[src/hbf_pkg.sv]
/*
  hbf_pkg: shared constants and types for the half-bridge fault manager.
  Assumes a single 50 MHz clock domain and synchronous active-high reset.
*/
`default_nettype none
package hbf_pkg;
  localparam int NUM_BRIDGES = 6;
  localparam int CFG_W = 2;
  // serial output frame fault bit positions
  localparam int BIT_WARN = 0;
  localparam int BIT_UNDERLOAD = 13;
  localparam int BIT_SUPPLY_FAIL = 14;
  localparam int BIT_OVERCURRENT = 15;
  // serial input control bit positions
  localparam int BIT_OV_LOCK = 0;
  localparam int BIT_UL_SHUT = 13;
  localparam logic RST_EN = 1'b0;
  localparam logic [1:0] RST_CFG = 2'h0;
  localparam logic RST_OV_LOCK = 1'b1;
  localparam logic RST_UL_SHUT = 1'b0;
  // per-bridge drive state
  typedef enum logic [1:0] {
    HBF_RUN = 2'b00,
    HBF_LOCK = 2'b01,
    HBF_LATCH = 2'b11
  } hbf_drv_t;
endpackage : hbf_pkg
`default_nettype wire

[src/hbf_fault_mgr.sv]
/*
  hbf_fault_mgr: fault handling for a six-channel half-bridge driver.
  Assumes a frame decoder delivers frameValid pulses with decoded control bits,
  and that analog detectors deliver asynchronous fault levels (synchronised here).
*/
`default_nettype none
module hbf_fault_mgr
  import hbf_pkg::*;
#(
  parameter int NB = hbf_pkg::NUM_BRIDGES
) (
  input wire logic clk,
  input wire logic rst,
  input wire logic enablePin,
  input wire logic frameValid,
  input wire logic statusResetRequest,
  input wire logic underloadShutdownCtrl,
  input wire logic overvoltageLockoutEn,
  input wire logic [NB-1:0] newEnable,
  input wire logic [2*NB-1:0] newConfig,
  input wire logic [NB-1:0] overcurrentDet,
  input wire logic [NB-1:0] underloadDet,
  input wire logic [NB-1:0] thermalWarnDet,
  input wire logic [NB-1:0] thermalShutDet,
  input wire logic overvoltageDet,
  input wire logic undervoltageDet,
  output logic [NB-1:0] halfBridgeEnable,
  output logic [2*NB-1:0] halfBridgeConfig,
  output logic [NB-1:0] driveAllowed,
  output logic [NB-1:0] latchedOff,
  output logic overcurrentFlag,
  output logic underloadFlag,
  output logic thermalWarningFlag,
  output logic thermalShutdownFlag,
  output logic supplyFailFlag,
  output logic [15:0] faultFrame
);
  localparam int SW = 4 * NB + 3;

  // whole state in one packed word
  typedef struct packed {
    logic [NB-1:0] en;
    logic [2*NB-1:0] cfg;
    logic [NB-1:0] latch;
    logic ocFlag;
    logic ulFlag;
    logic tsd;
    logic enPrev;
    logic ulShut;
    logic ovLock;
  } hbf_state_t;

  hbf_state_t st_ff;
  hbf_state_t nxt_st;
  logic [SW-1:0] syncOut;
  logic [NB-1:0] sOc, sUl, sWarn, sTs;
  logic sOv, sUv, sEn, clearReq, supplyLock;

  // all pins leave the analog domain through two flops
  hbf_sync #(.W(SW)) u_sync (
    .clk(clk),
    .rst(rst),
    .din({enablePin, overvoltageDet, undervoltageDet, thermalShutDet, thermalWarnDet, underloadDet,
          overcurrentDet}),
    .dout(syncOut)
  );
  // slices of the synchronised bus, one group per fault class
  assign sOc = syncOut[NB-1:0];
  assign sUl = syncOut[2*NB-1:NB];
  assign sWarn = syncOut[3*NB-1:2*NB];
  assign sTs = syncOut[4*NB-1:3*NB];
  assign sUv = syncOut[4*NB];
  assign sOv = syncOut[4*NB+1];
  assign sEn = syncOut[4*NB+2];

  // a status reset frame or an enable low level clears latched state
  assign clearReq = (frameValid && statusResetRequest) || !sEn;
  // supply lockout is global and keeps configuration intact
  assign supplyLock = sUv || (sOv && st_ff.ovLock);

  always_comb begin
    nxt_st = st_ff;
    nxt_st.enPrev = sEn;
    // control bits are captured on every frame, even with enable low
    if (frameValid) begin
      nxt_st.ulShut = underloadShutdownCtrl;
      nxt_st.ovLock = overvoltageLockoutEn;
    end
    // clear first so that a new fault in the same cycle wins
    if (clearReq) begin
      nxt_st.ocFlag = 1'b0;
      nxt_st.ulFlag = 1'b0;
      nxt_st.latch = '0;
      nxt_st.tsd = 1'b0;
    end
    // frames only program bridges while the enable pin is high
    if (frameValid && sEn) begin
      nxt_st.en = newEnable;
      nxt_st.cfg = newConfig;
    end
    // enable low wipes the bridge enables and configuration, which is the pin cycle clear
    if (!sEn) begin
      nxt_st.en = '0;
      nxt_st.cfg = '0;
    end
    for (int i = 0; i < NB; i++) begin
      // thermal shutdown stays latched while still hot, even across a clear
      if (sOc[i] || sTs[i] || (sUl[i] && st_ff.ulShut)) begin
        nxt_st.latch[i] = 1'b1;
        nxt_st.en[i] = 1'b0;
        nxt_st.cfg[2*i +: 2] = RST_CFG;
      end
    end
    if (|sOc) nxt_st.ocFlag = 1'b1;
    if (|sUl) nxt_st.ulFlag = 1'b1;
    if (|sTs) nxt_st.tsd = 1'b1;
  end

  // state register, lockout enabled out of reset
  always_ff @(posedge clk) begin
    if (rst) begin
      st_ff <= '{en: '0, cfg: '0, latch: '0, ocFlag: 1'b0, ulFlag: 1'b0, tsd: 1'b0,
                 enPrev: 1'b0, ulShut: RST_UL_SHUT, ovLock: RST_OV_LOCK};
    end else begin
      st_ff <= nxt_st;
    end
  end

  // drivers run only when enabled, not latched and not locked out
  assign driveAllowed = supplyLock ? '0 : (st_ff.en & ~st_ff.latch);
  assign halfBridgeEnable = st_ff.en;
  assign halfBridgeConfig = st_ff.cfg;
  assign latchedOff = st_ff.latch;
  assign overcurrentFlag = st_ff.ocFlag;
  assign underloadFlag = st_ff.ulFlag;
  assign thermalShutdownFlag = st_ff.tsd;
  assign thermalWarningFlag = |sWarn;
  assign supplyFailFlag = sOv || sUv;

  // output frame image built from the flags
  always_comb begin
    faultFrame = 16'h0000;
    faultFrame[BIT_WARN] = thermalWarningFlag;
    faultFrame[BIT_UNDERLOAD] = underloadFlag;
    faultFrame[BIT_SUPPLY_FAIL] = supplyFailFlag;
    faultFrame[BIT_OVERCURRENT] = overcurrentFlag;
  end
endmodule // hbf_fault_mgr
`default_nettype wire

[src/hbf_sync.sv]
/*
  hbf_sync: two flip-flop synchroniser for a bus of asynchronous levels.
  Assumes inputs are quasi-static compared to the clock.
*/
`default_nettype none
module hbf_sync #(
  parameter int W = 1
) (
  input wire logic clk,
  input wire logic rst,
  input wire logic [W-1:0] din,
  output logic [W-1:0] dout
);
  typedef struct packed {
    logic [W-1:0] meta;
    logic [W-1:0] sync;
  } hbf_sync_st_t;
  hbf_sync_st_t st_ff;
  hbf_sync_st_t nxt_st;

  // first stage only feeds the second stage
  always_comb begin
    nxt_st.meta = din;
    nxt_st.sync = st_ff.meta;
  end

  always_ff @(posedge clk) begin
    if (rst) begin
      st_ff <= '0;
    end else begin
      st_ff <= nxt_st;
    end
  end

  assign dout = st_ff.sync;
endmodule // hbf_sync
`default_nettype wire

[config.mk]
export PLATFORM = sky130hd
export DESIGN_NAME = hbf_fault_mgr
export DESIGN_NICKNAME = d
export VERILOG_FILES = /design/src/hbf_pkg.sv /design/src/hbf_fault_mgr.sv /design/src/hbf_sync.sv
export SDC_FILE = /design/constraint.sdc
export NUM_CORES = 1
export LEC_CHECK = 0
export ABC_AREA = 1
export BUFFER_PORTS_ARGS = -buffer_cell sky130_fd_sc_hd__buf_2
export CAP_MARGIN = 20
export CELL_PAD_IN_SITES_DETAIL_PLACEMENT = 0
export CELL_PAD_IN_SITES_GLOBAL_PLACEMENT = 1
export CORE_MARGIN = 2
export CORE_UTILIZATION = 32
export DETAILED_ROUTE_END_ITERATION = 6
export MAX_ROUTING_LAYER = met4
export PLACE_DENSITY = 0.77
export SLEW_MARGIN = 5
export SYNTH_ARGS = -nofsm -noshare
export SYNTH_HDL_FRONTEND = slang
export SYNTH_SLANG_ARGS = --single-unit
[constraint.sdc]
create_clock -name clk -period 1 [get_ports clk]
set_input_delay 0.1 -clock clk [delete_from_list [all_inputs] [get_ports clk]]
set_output_delay 0.1 -clock clk [all_outputs]
set_load 0.01 [all_outputs]
==> impl_metrics.env, run 1 <==
export IMPL_die_w_um=104
export IMPL_start_util_pct=32.8
export IMPL_cts_buffers_inserted=9
export IMPL_cp_arrival_ns=1.17
export IMPL_die_area_um2=10900
export IMPL_yosys_warnings=0
export IMPL_grt_usage_pct=12.4
export IMPL_regArea_um2=1680
export IMPL_powerDensity_nw_per_um2=1550
export IMPL_grt_pass1_vias=2398
export IMPL_grt_antenna_before_repair=0
export IMPL_drive_gt1_share_pct=28.4
export IMPL_drv_slew=0
export IMPL_seq_power_share_pct=53.6
export IMPL_yosysSeqAreaShare_pct=51.8
export IMPL_gr_total_overflow=0
export IMPL_power_frac_comb_pct=9.9
export IMPL_peakVddDrop_v=0.000633
export IMPL_hold_class="in2reg"
export IMPL_outcome="complete, but fails checks"
export IMPL_r2r_start="u_sync.dout[26]$_SDFF_PP0_"
export IMPL_hold_viol=0
export IMPL_power_mw=6.56
export IMPL_clock_skew_ns=0.00679
export IMPL_place_port_buffers=89
export IMPL_holdWs_ns=0.0711
export IMPL_clkPwrFrac_pct=36.5
export IMPL_final_cell_mix="nor2_1 (98), buf_2 (88), inv_1 (83), dfxtp_1 (69), nand2_1 (51)"
export IMPL_drc=0
export IMPL_avgViaCountPerCell=3.89
export IMPL_finalSetupViolCount=10
export IMPL_dr_first_iter_drc_count=45
export IMPL_cts_root_buf="clkbuf_8"
export IMPL_netlist_area_um2=3210
export IMPL_worstHoldStart="newConfig[6]"
export IMPL_post_route_period_util_pct=127
export IMPL_hold_depth=5
export IMPL_core_area_um2=9770
export IMPL_start_kind="flop"
export IMPL_cp_top_family="flip-flops"
export IMPL_n_antenna_cell=0
export IMPL_place_congestion=0.773
export IMPL_synth_distinct_cells=14
export IMPL_multi_input_area_um2=1010
export IMPL_syn2layout_area_growth_pct=31.5
export IMPL_rsz0062_at_grt="yes"
export IMPL_cp_num_buf_inv=2
export IMPL_grt_max_degree=44
export IMPL_leakage_nw=2.13
export IMPL_cap_violations=0
export IMPL_intPower_mw=4.94
export IMPL_vias=2575
export IMPL_switching_share_pct=24.7
export IMPL_worstPathRequired_ns=0.90
export IMPL_ioPinCount=102
export IMPL_cp_startpoint="u_sync.dout[24]$_SDFF_PP0_"
export IMPL_crit_path_cell_trace="inv_4, nand2_8, nor3b_2, buf_2"
export IMPL_violations="negative setup slack"
export IMPL_final_common_cell="nor2_1"
export IMPL_crit_fanout=6
export IMPL_r2r_cells=6
export IMPL_wl_per_cell_um=9.77
export IMPL_crit_path_end_kind="output pin"
export IMPL_syn_area_per_cell_um2=7.50
export IMPL_syn_inst=428
export IMPL_cts_sinks=83
export IMPL_fp_dieH_um=104
export IMPL_slowest_delay_ns=0.35
export IMPL_htree_num_levels=3
export IMPL_slowest_stage="dfxtp_2"
export IMPL_clk_latency_ns=0.34
export IMPL_fin_ws_ns=-0.266
export IMPL_clk_pin_slew_ns=0.09
export IMPL_p_switching_mw=1.62
export IMPL_place_hpwl_mm=4.65
export IMPL_clock_path_buffers=2
export IMPL_finalCriticalPeriod_ns=1.27
export IMPL_rows=36
export IMPL_cp_num_cells=4
export IMPL_grt_pass1_wl_mm=10.5
export IMPL_fmax_mhz=790
export IMPL_criticalPathCategory="reg2out"
export IMPL_synth_seq_cells=83
export IMPL_drtPass1Iterations=6
export IMPL_tns_ns=-2.19
export IMPL_ant_nets=0
export IMPL_routed_wirelength_mm=6.47
export IMPL_layout_nets=575
export IMPL_tritoncts="done"
export IMPL_fill_cells=1026
what timing repair did:
item | in CTS | in global routing
endpoints found under the setup margin | 11 | 40
hold buffers | 29 | 0
endpoints found under the hold margin | 29 | 0
pin swaps | 4 | 13
gates cloned | 0 | 1
setup buffers | 0 | 0
gates resized for setup | 16 | 32
worst reg2reg max path, stage by stage (launching register included):
cell and delay (ns):
dfxtp_4 0.40, buf_6 0.14, nand2_4 0.10, nand2_1 0.07, nand2_1 0.04, inv_1 0.05, nor2_1 0.04
path summary, 6_finish.rpt:
path / to / slack [ns]
worst min register to register: u_sync.dout[24]$_SDFF_PP0_ / 0.40
worst min-delay path: halfBridgeConfig[6]$_SDFFE_PP0P_ / 0.07
worst max register to register: halfBridgeConfig[10]$_SDFFE_PP0P_ / 0.06
worst max-delay path: driveAllowed[5] / -0.27
power by group through the flow:
stage / sequential, mW / clock, mW / combinational [mW]
2_1_floorplan: 3.56 / 0 / 0.373
3_3_place_gp: 3.58 / 0 / 0.519
3_5_place_dp: 3.58 / 0 / 0.526
4_1_cts: 3.51 / 2.48 / 0.622
5_1_grt: 3.53 / 2.65 / 0.728
6_report: 3.51 / 2.39 / 0.646
metrics by stage:
| stage | instance area, µm² | std cells | setup slack, ns | utilization, % |
|---|---|---|---|---|
| after detailed placement | 3580 | 616 | -0.108 | 36.6 |
| after global routing | 4220 | 662 | -0.352 | 43.2 |
| final | 4220 | 662 | -0.266 | 43.2 |
| after floorplan | 3250 | 439 | 0.0657 | - |
| after global placement | 3580 | 616 | -0.0699 | 36.6 |
| after CTS | 4120 | 661 | -0.330 | 42.1 |
sequential cells by signal (all words and copies together), names as in the netlist:
name                 flops
halfBridgeConfig        12
latchedOff               6
u_sync.nxt_st           27
u_sync.dout             27
halfBridgeEnable         6
st_ff                    2
underloadFlag            1
thermalShutdownFlag      1
overcurrentFlag          1
cells in the mapped netlist:
master	count	area, µm²
or2_2	1	6.26
nand2_4	1	11.3
a21oi_1	6	30.0
nand2_1	60	225
dfxtp_1	83	1660
nand3_1	29	145
inv_1	85	319
buf_2	10	50.1
buf_4	43	323
nor3b_1	6	45.0
nor2_1	101	379
o21ai_0	1	5.00
conb_1	1	3.75
nor2_2	1	6.26
metal layers:
layer | up-vias | wire [µm] | track usage [%]
li1 | 1376 | - | -
met1 | 1118 | 3100 | 14.5
met2 | 75 | 2960 | 20.1
met3 | 6 | 333 | 3.32
met4 | 0 | 78 | 5.21
met5 | - | 0 | -
final cells by class:
cell class	instances	share of cell area (%)
clock inverters	6	1.72
multi-input cells	219	23.9
clock buffers	10	3.02
inverters	85	7.68
well taps	133	3.94
repair buffers	126	19.9
flip-flops and latches	83	39.8
cells by family (layout without fill, tap and decap cells):
kind of cell	count (synthesis)	in the layout	share of synthesized area, %
other	1	12	0.117
AO/OA/AOI/OAI	7	7	1.09
flip-flops	83	83	51.8
buffers and inverters	138	227	21.6
AND/OR/NAND/NOR	199	200	25.5
No activity file was read; power rests on OpenSTA's default activity.
==> inputs of run 2 (changes only) <==
--- a/config.mk
+++ b/config.mk
@@ -18,4 +18,5 @@
 export SLEW_MARGIN = 5
 export SYNTH_ARGS = -nofsm -noshare
 export SYNTH_HDL_FRONTEND = slang
+export SYNTH_HIERARCHICAL = 1
 export SYNTH_SLANG_ARGS = --single-unit
==> impl_metrics.env, run 2 <==
export IMPL_fmax_mhz=785
export IMPL_leakage_nw=2.14
export IMPL_worstPathRequired_ns=0.90
export IMPL_finalCriticalPeriod_ns=1.27
export IMPL_ant_nets=0
export IMPL_r2r_start="u_sync/dout[26]$_SDFF_PP0_"
export IMPL_crit_path_end_kind="output pin"
export IMPL_place_port_buffers=89
export IMPL_drc=0
export IMPL_dpl_cell_area_um2=3580
export IMPL_synth_most_common_cell="nor2_1"
export IMPL_worstHoldStart="newConfig[8]"
export IMPL_fin_ws_ns=-0.274
export IMPL_core_area_um2=9820
export IMPL_yosysSeqAreaShare_pct=51.2
export IMPL_tns_ns=-2.24
export IMPL_yosys_area_top_type_share_pct=51.2
export IMPL_cts_buffers_inserted=9
export IMPL_ys_top_cells_by_count="nor2_1 (101), inv_1 (85), dfxtp_1 (83), nand2_1 (60), buf_4 (43)"
export IMPL_r2r_cells=6
export IMPL_r2r_end="halfBridgeEnable[1]$_SDFFE_PP0P_"
export IMPL_cap_violations=0
export IMPL_synth_top_area_cell="dfxtp_1"
export IMPL_grt_pass1_wl_mm=10.5
export IMPL_outcome="complete, but fails checks"
export IMPL_clk_pin_slew_ns=0.08
export IMPL_hold_viol=0
export IMPL_gr_total_overflow=0
export IMPL_drtPass1Iterations=4
export IMPL_regToRegSetupSlack_ns=0.01
export IMPL_hold_depth=5
export IMPL_vias=2568
export IMPL_syn2layout_area_growth_pct=33.7
export IMPL_synthFlopType="dfxtp_1"
export IMPL_cts_root_buf="clkbuf_8"
export IMPL_grt_antenna_before_repair=0
export IMPL_crit_fanout=6
export IMPL_place_hpwl_mm=4.57
export IMPL_place_congestion=0.740
export IMPL_start_util_pct=33.1
export IMPL_rows=36
export IMPL_clk_latency_ns=0.34
export IMPL_yosys_warnings=6
export IMPL_cp_arrival_ns=1.17
export IMPL_fill_cells=1002
export IMPL_post_route_period_util_pct=127
export IMPL_dr_first_iter_drc_count=64
export IMPL_cts_sinks=83
export IMPL_synth_async_sr_flop_share_pct=0
export IMPL_fp_dieH_um=105
export IMPL_avgViaCountPerCell=3.86
export IMPL_htree_num_levels=3
export IMPL_die_w_um=105
export IMPL_violations="negative setup slack"
export IMPL_postLayoutCellArea_um2=4340
export IMPL_cts_setup_buffers=0
export IMPL_criticalPathCategory="reg2out"
export IMPL_final_cell_mix="nor2_1 (101), buf_2 (87), inv_1 (82), dfxtp_1 (66), nand2_1 (37)"
export IMPL_clock_skew_ns=0.00629
export IMPL_drive_gt1_share_pct=32.3
export IMPL_grt_usage_pct=12.3
export IMPL_drv_slew=0
export IMPL_syn_area_per_cell_um2=7.59
export IMPL_clock_path_buffers=2
export IMPL_synth_distinct_cells=16
export IMPL_min_to="halfBridgeConfig[8]$_SDFFE_PP0P_"
export IMPL_ioPinCount=102
export IMPL_grt_pass1_vias=2408
export IMPL_finalSetupViolCount=10
export IMPL_layout_nets=579
export IMPL_final_common_cell="nor2_1"
export IMPL_final_core_util_pct=44.2
export IMPL_power_mw=6.49
export IMPL_holdWs_ns=0.0698
export IMPL_syn_inst=428
export IMPL_n_antenna_cell=0
export IMPL_grt_max_degree=54
export IMPL_peakVddDrop_v=0.000900
export IMPL_rsz0062_at_grt="yes"
export IMPL_tritoncts="done"
export IMPL_powerDensity_nw_per_um2=1490
export IMPL_routed_wirelength_mm=6.56
export IMPL_synth_edf_count=0
export IMPL_netlist_area_um2=3250
export IMPL_synth_area_leaders="dfxtp_1 (51%), nor2_1 (12%), buf_4 (9.9%), inv_1 (9.8%), nand2_1 (6.9%)"
export IMPL_synth_seq_cells=83
export IMPL_die_area_um2=11000
export IMPL_hold_class="in2reg"
export IMPL_start_kind="flop"
export IMPL_wl_per_cell_um=9.85
==> run 2: routing by layer <==
metal	track usage (%)	up-vias	wire length (µm)
li1	-	1387	-
met4	5.14	0	77
met1	13.9	1092	2950
met3	3.93	5	413
met5	-	-	0
met2	20.0	84	3120
==> run 2: report_power, final <==
group,switching [mW],total [mW],internal [mW]
logic,0.349,0.678,0.329
clock network,1.13,2.30,1.17
registers,0.0707,3.51,3.44
total,1.55,6.49,4.94
==> run 2: worst max path at each step <==
stage / start / end / slack, ns
finish: u_sync/dout[25]$_SDFF_PP0_ / driveAllowed[5] / -0.27
global route: u_sync/dout[25]$_SDFF_PP0_ / driveAllowed[5] / -0.34
CTS: u_sync/dout[25]$_SDFF_PP0_ / driveAllowed[1] / -0.32
detailed placement: u_sync/dout[25]$_SDFF_PP0_ / driveAllowed[1] / -0.08
global placement: st_ff[0]$_SDFFE_PP1P_ / driveAllowed[2] / -0.07
floorplan: u_sync/dout[26]$_SDFF_PP0_ / halfBridgeEnable[0]$_SDFFE_PP0P_ / 0.07
==> run 2: area by class of cell <==
type	count	area (µm²)	share of cell area, %
Sequential cell	83	1690	38.9
Tap cell	133	166	3.83
Clock inverter	5	62.6	1.44
Multi-Input combinational cell	221	1090	25.0
Inverter	85	319	7.35
Clock buffer	11	131	3.03
Timing Repair Buffer	128	887	20.4
==> run 2: repair_timing <==
| action | in CTS | in global routing |
|---|---|---|
| gates cloned | 0 | 5 |
| hold buffers | 29 | 0 |
| hold endpoints to repair | 29 | 0 |
| gates resized for setup | 21 | 44 |
| setup endpoints to repair | 28 | 34 |
| pin swaps | 3 | 12 |
==> run 2: logic make-up (layout without fill, tap and decap cells) <==
| kind of cell | count (synthesis) | in the layout | synth area share, % |
|---|---|---|---|
| compound gates | 7 | 7 | 1.08 |
| buf+inv | 138 | 229 | 22.4 |
| flops | 83 | 83 | 51.2 |
| other cells | 1 | 12 | 0.115 |
| simple gates | 199 | 202 | 25.2 |
==> run 2: metrics by stage <==
step / cells / worst slack [ns]
after floorplan: 439 / 0.0657
after global placement: 616 / -0.0704
after detailed placement: 616 / -0.0850
after CTS: 661 / -0.321
after global routing: 666 / -0.338
final: 666 / -0.274
==> run 2: worst max-delay path, cell delays in order, from the launching register on <==
cell	delay, ns
dfxtp_2	0.33
nand2_2	0.08
nand2_4	0.10
nor3b_2	0.17
buf_2	0.15
==> inputs of run 3 (changes only) <==
--- a/config.mk
+++ b/config.mk
@@ -13,6 +13,7 @@
 export CORE_MARGIN = 2
 export CORE_UTILIZATION = 32
 export DETAILED_ROUTE_END_ITERATION = 6
+export GPL_TIMING_DRIVEN = 0
 export MAX_ROUTING_LAYER = met4
 export PLACE_DENSITY = 0.77
 export SLEW_MARGIN = 5
==> impl_metrics.env, run 3 (same netlist as run 2, synthesis figures left out) <==
export IMPL_r2r_end="halfBridgeConfig[5]$_SDFFE_PP0P_"
export IMPL_p_switching_mw=1.56
export IMPL_regToRegSetupSlack_ns=0
export IMPL_cts_root_buf="clkbuf_8"
export IMPL_core_area_um2=9820
export IMPL_grt_pass1_wl_mm=11.1
export IMPL_cts_buffers_inserted=9
export IMPL_avgViaCountPerCell=3.82
export IMPL_finalNonFillerCells=694
export IMPL_drc=0
export IMPL_final_common_cell="nor2_1"
export IMPL_place_hpwl_mm=5.03
export IMPL_final_core_util_pct=48.8
export IMPL_crit_path_end_kind="output pin"
export IMPL_power_mw=6.85
export IMPL_start_kind="flop"
export IMPL_cts_sinks=83
export IMPL_place_congestion=0.798
export IMPL_htree_num_levels=3
export IMPL_die_area_um2=11000
export IMPL_drv_slew=0
export IMPL_outcome="complete, but fails checks"
export IMPL_routed_wirelength_mm=6.92
export IMPL_placedCellCount=661
export IMPL_place_ws_ns=-0.123
export IMPL_clock_path_buffers=2
export IMPL_crit_fanout=6
export IMPL_grt_antenna_before_repair=0
export IMPL_dr_first_iter_drc_count=76
export IMPL_r2r_start="u_sync/dout[26]$_SDFF_PP0_"
export IMPL_slowest_stage="dfxtp_2"
export IMPL_powerDensity_nw_per_um2=1430
export IMPL_drive_gt1_share_pct=36.2
export IMPL_rows=36
export IMPL_seq_power_share_pct=51.3
export IMPL_die_w_um=105
export IMPL_layout_nets=607
export IMPL_fp_dieH_um=105
export IMPL_tritoncts="done"
export IMPL_post_route_period_util_pct=129
export IMPL_r2r_cells=5
export IMPL_postLayoutCellArea_um2=4790
export IMPL_leakage_nw=2.35
export IMPL_fin_ws_ns=-0.289
export IMPL_ioPinCount=102
export IMPL_holdWs_ns=0.0655
export IMPL_start_util_pct=33.1
export IMPL_peakVddDrop_v=0.000685
export IMPL_clock_skew_ns=0.00602
export IMPL_syn2layout_area_growth_pct=47.4
export IMPL_tns_ns=-2.42
export IMPL_clk_latency_ns=0.34
export IMPL_worstPathRequired_ns=0.90
export IMPL_place_port_buffers=89
export IMPL_finalCriticalPeriod_ns=1.29
export IMPL_power_frac_comb_pct=12.0
export IMPL_hold_viol=0
export IMPL_drtPass1Iterations=4
export IMPL_cp_arrival_ns=1.19
export IMPL_clk_pin_slew_ns=0.08
export IMPL_grt_pass1_vias=2484
export IMPL_criticalPathCategory="reg2out"
export IMPL_fmax_mhz=776
export IMPL_cap_violations=0
export IMPL_rsz0062_at_grt="yes"
export IMPL_intPower_mw=5.29
export IMPL_dpl_cell_area_um2=3900
export IMPL_crit_path_cell_trace="nand2_4, nand2_8, nor3b_2, buf_2"
export IMPL_grt_max_degree=19
export IMPL_finalSetupViolCount=16
export IMPL_min_to="halfBridgeConfig[3]$_SDFFE_PP0P_"
export IMPL_hold_class="in2reg"
export IMPL_ant_nets=0
export IMPL_violations="negative setup slack"
export IMPL_slowest_delay_ns=0.34
export IMPL_n_antenna_cell=0
export IMPL_vias=2653
export IMPL_gr_total_overflow=0
export IMPL_wl_per_cell_um=9.97
export IMPL_grt_usage_pct=13.1
export IMPL_switching_share_pct=22.8
export IMPL_worstHoldStart="newConfig[3]"
export IMPL_clkPwrFrac_pct=36.7
export IMPL_hold_depth=5
export IMPL_final_cell_mix="nor2_1 (95), inv_1 (83), buf_2 (60), buf_6 (52), dfxtp_1 (52)"
run 3: worst max-delay path by stage:
| stage | startpoint | to | slack (ns) | cells past startpoint |
|---|---|---|---|---|
| 2_1_floorplan | u_sync/dout[26]$_SDFF_PP0_ | halfBridgeEnable[0]$_SDFFE_PP0P_ | 0.07 | 7 |
| 3_3_place_gp | u_sync/dout[25]$_SDFF_PP0_ | driveAllowed[5] | -0.14 | 4 |
| 3_5_place_dp | u_sync/dout[25]$_SDFF_PP0_ | driveAllowed[5] | -0.12 | 4 |
| 4_1_cts | u_sync/dout[25]$_SDFF_PP0_ | driveAllowed[4] | -0.31 | 4 |
| 5_1_grt | st_ff[0]$_SDFFE_PP1P_ | driveAllowed[4] | -0.36 | 4 |
| 6_report | st_ff[0]$_SDFFE_PP1P_ | driveAllowed[4] | -0.29 | 4 |
run 3: routing by layer:
layer	share of wire (%)	up-vias	GRT usage [%]
li1	-	1444	-
met1	45	1112	14.5
met2	48	84	22.3
met3	6.0	13	3.43
met4	1.7	0	5.90
met5	0	-	-
run 3: layout make-up:
class | instances | area [µm²]
fillers | 994 | 5030
flip-flops and latches | 83 | 1700
multi-input cells | 218 | 1030
repair buffers | 123 | 993
plain buffers | 36 | 359
inverters | 85 | 324
well taps | 133 | 166
clock buffers | 11 | 131
clock inverters | 5 | 77.6
run 3: critical path, delay by kind of cell, from the launching register on:
| family | cells | cell delay [ns] |
|---|---|---|
| buf+inv | 1 | 0.15 |
| flops | 1 | 0.34 |
| simple gates | 3 | 0.35 |
run 3: repair_timing:
| item | in CTS | in global routing |
|---|---|---|
| resized for setup | 102 | 24 |
| gates cloned | 0 | 1 |
| hold buffers | 29 | 0 |
| buffers inserted | 2 | 2 |
| endpoints found under the hold margin | 29 | 0 |
| endpoints found under the setup margin | 60 | 44 |
| pin swaps | 8 | 13 |
run 3: power by group through the flow:
stage	registers, mW	clock network (mW)	logic (mW)
after floorplan	3.56	0	0.390
after global placement	3.58	0	0.606
after detailed placement	3.58	0	0.611
after CTS	3.51	2.58	0.780
after global routing	3.53	2.72	0.915
final	3.52	2.52	0.821
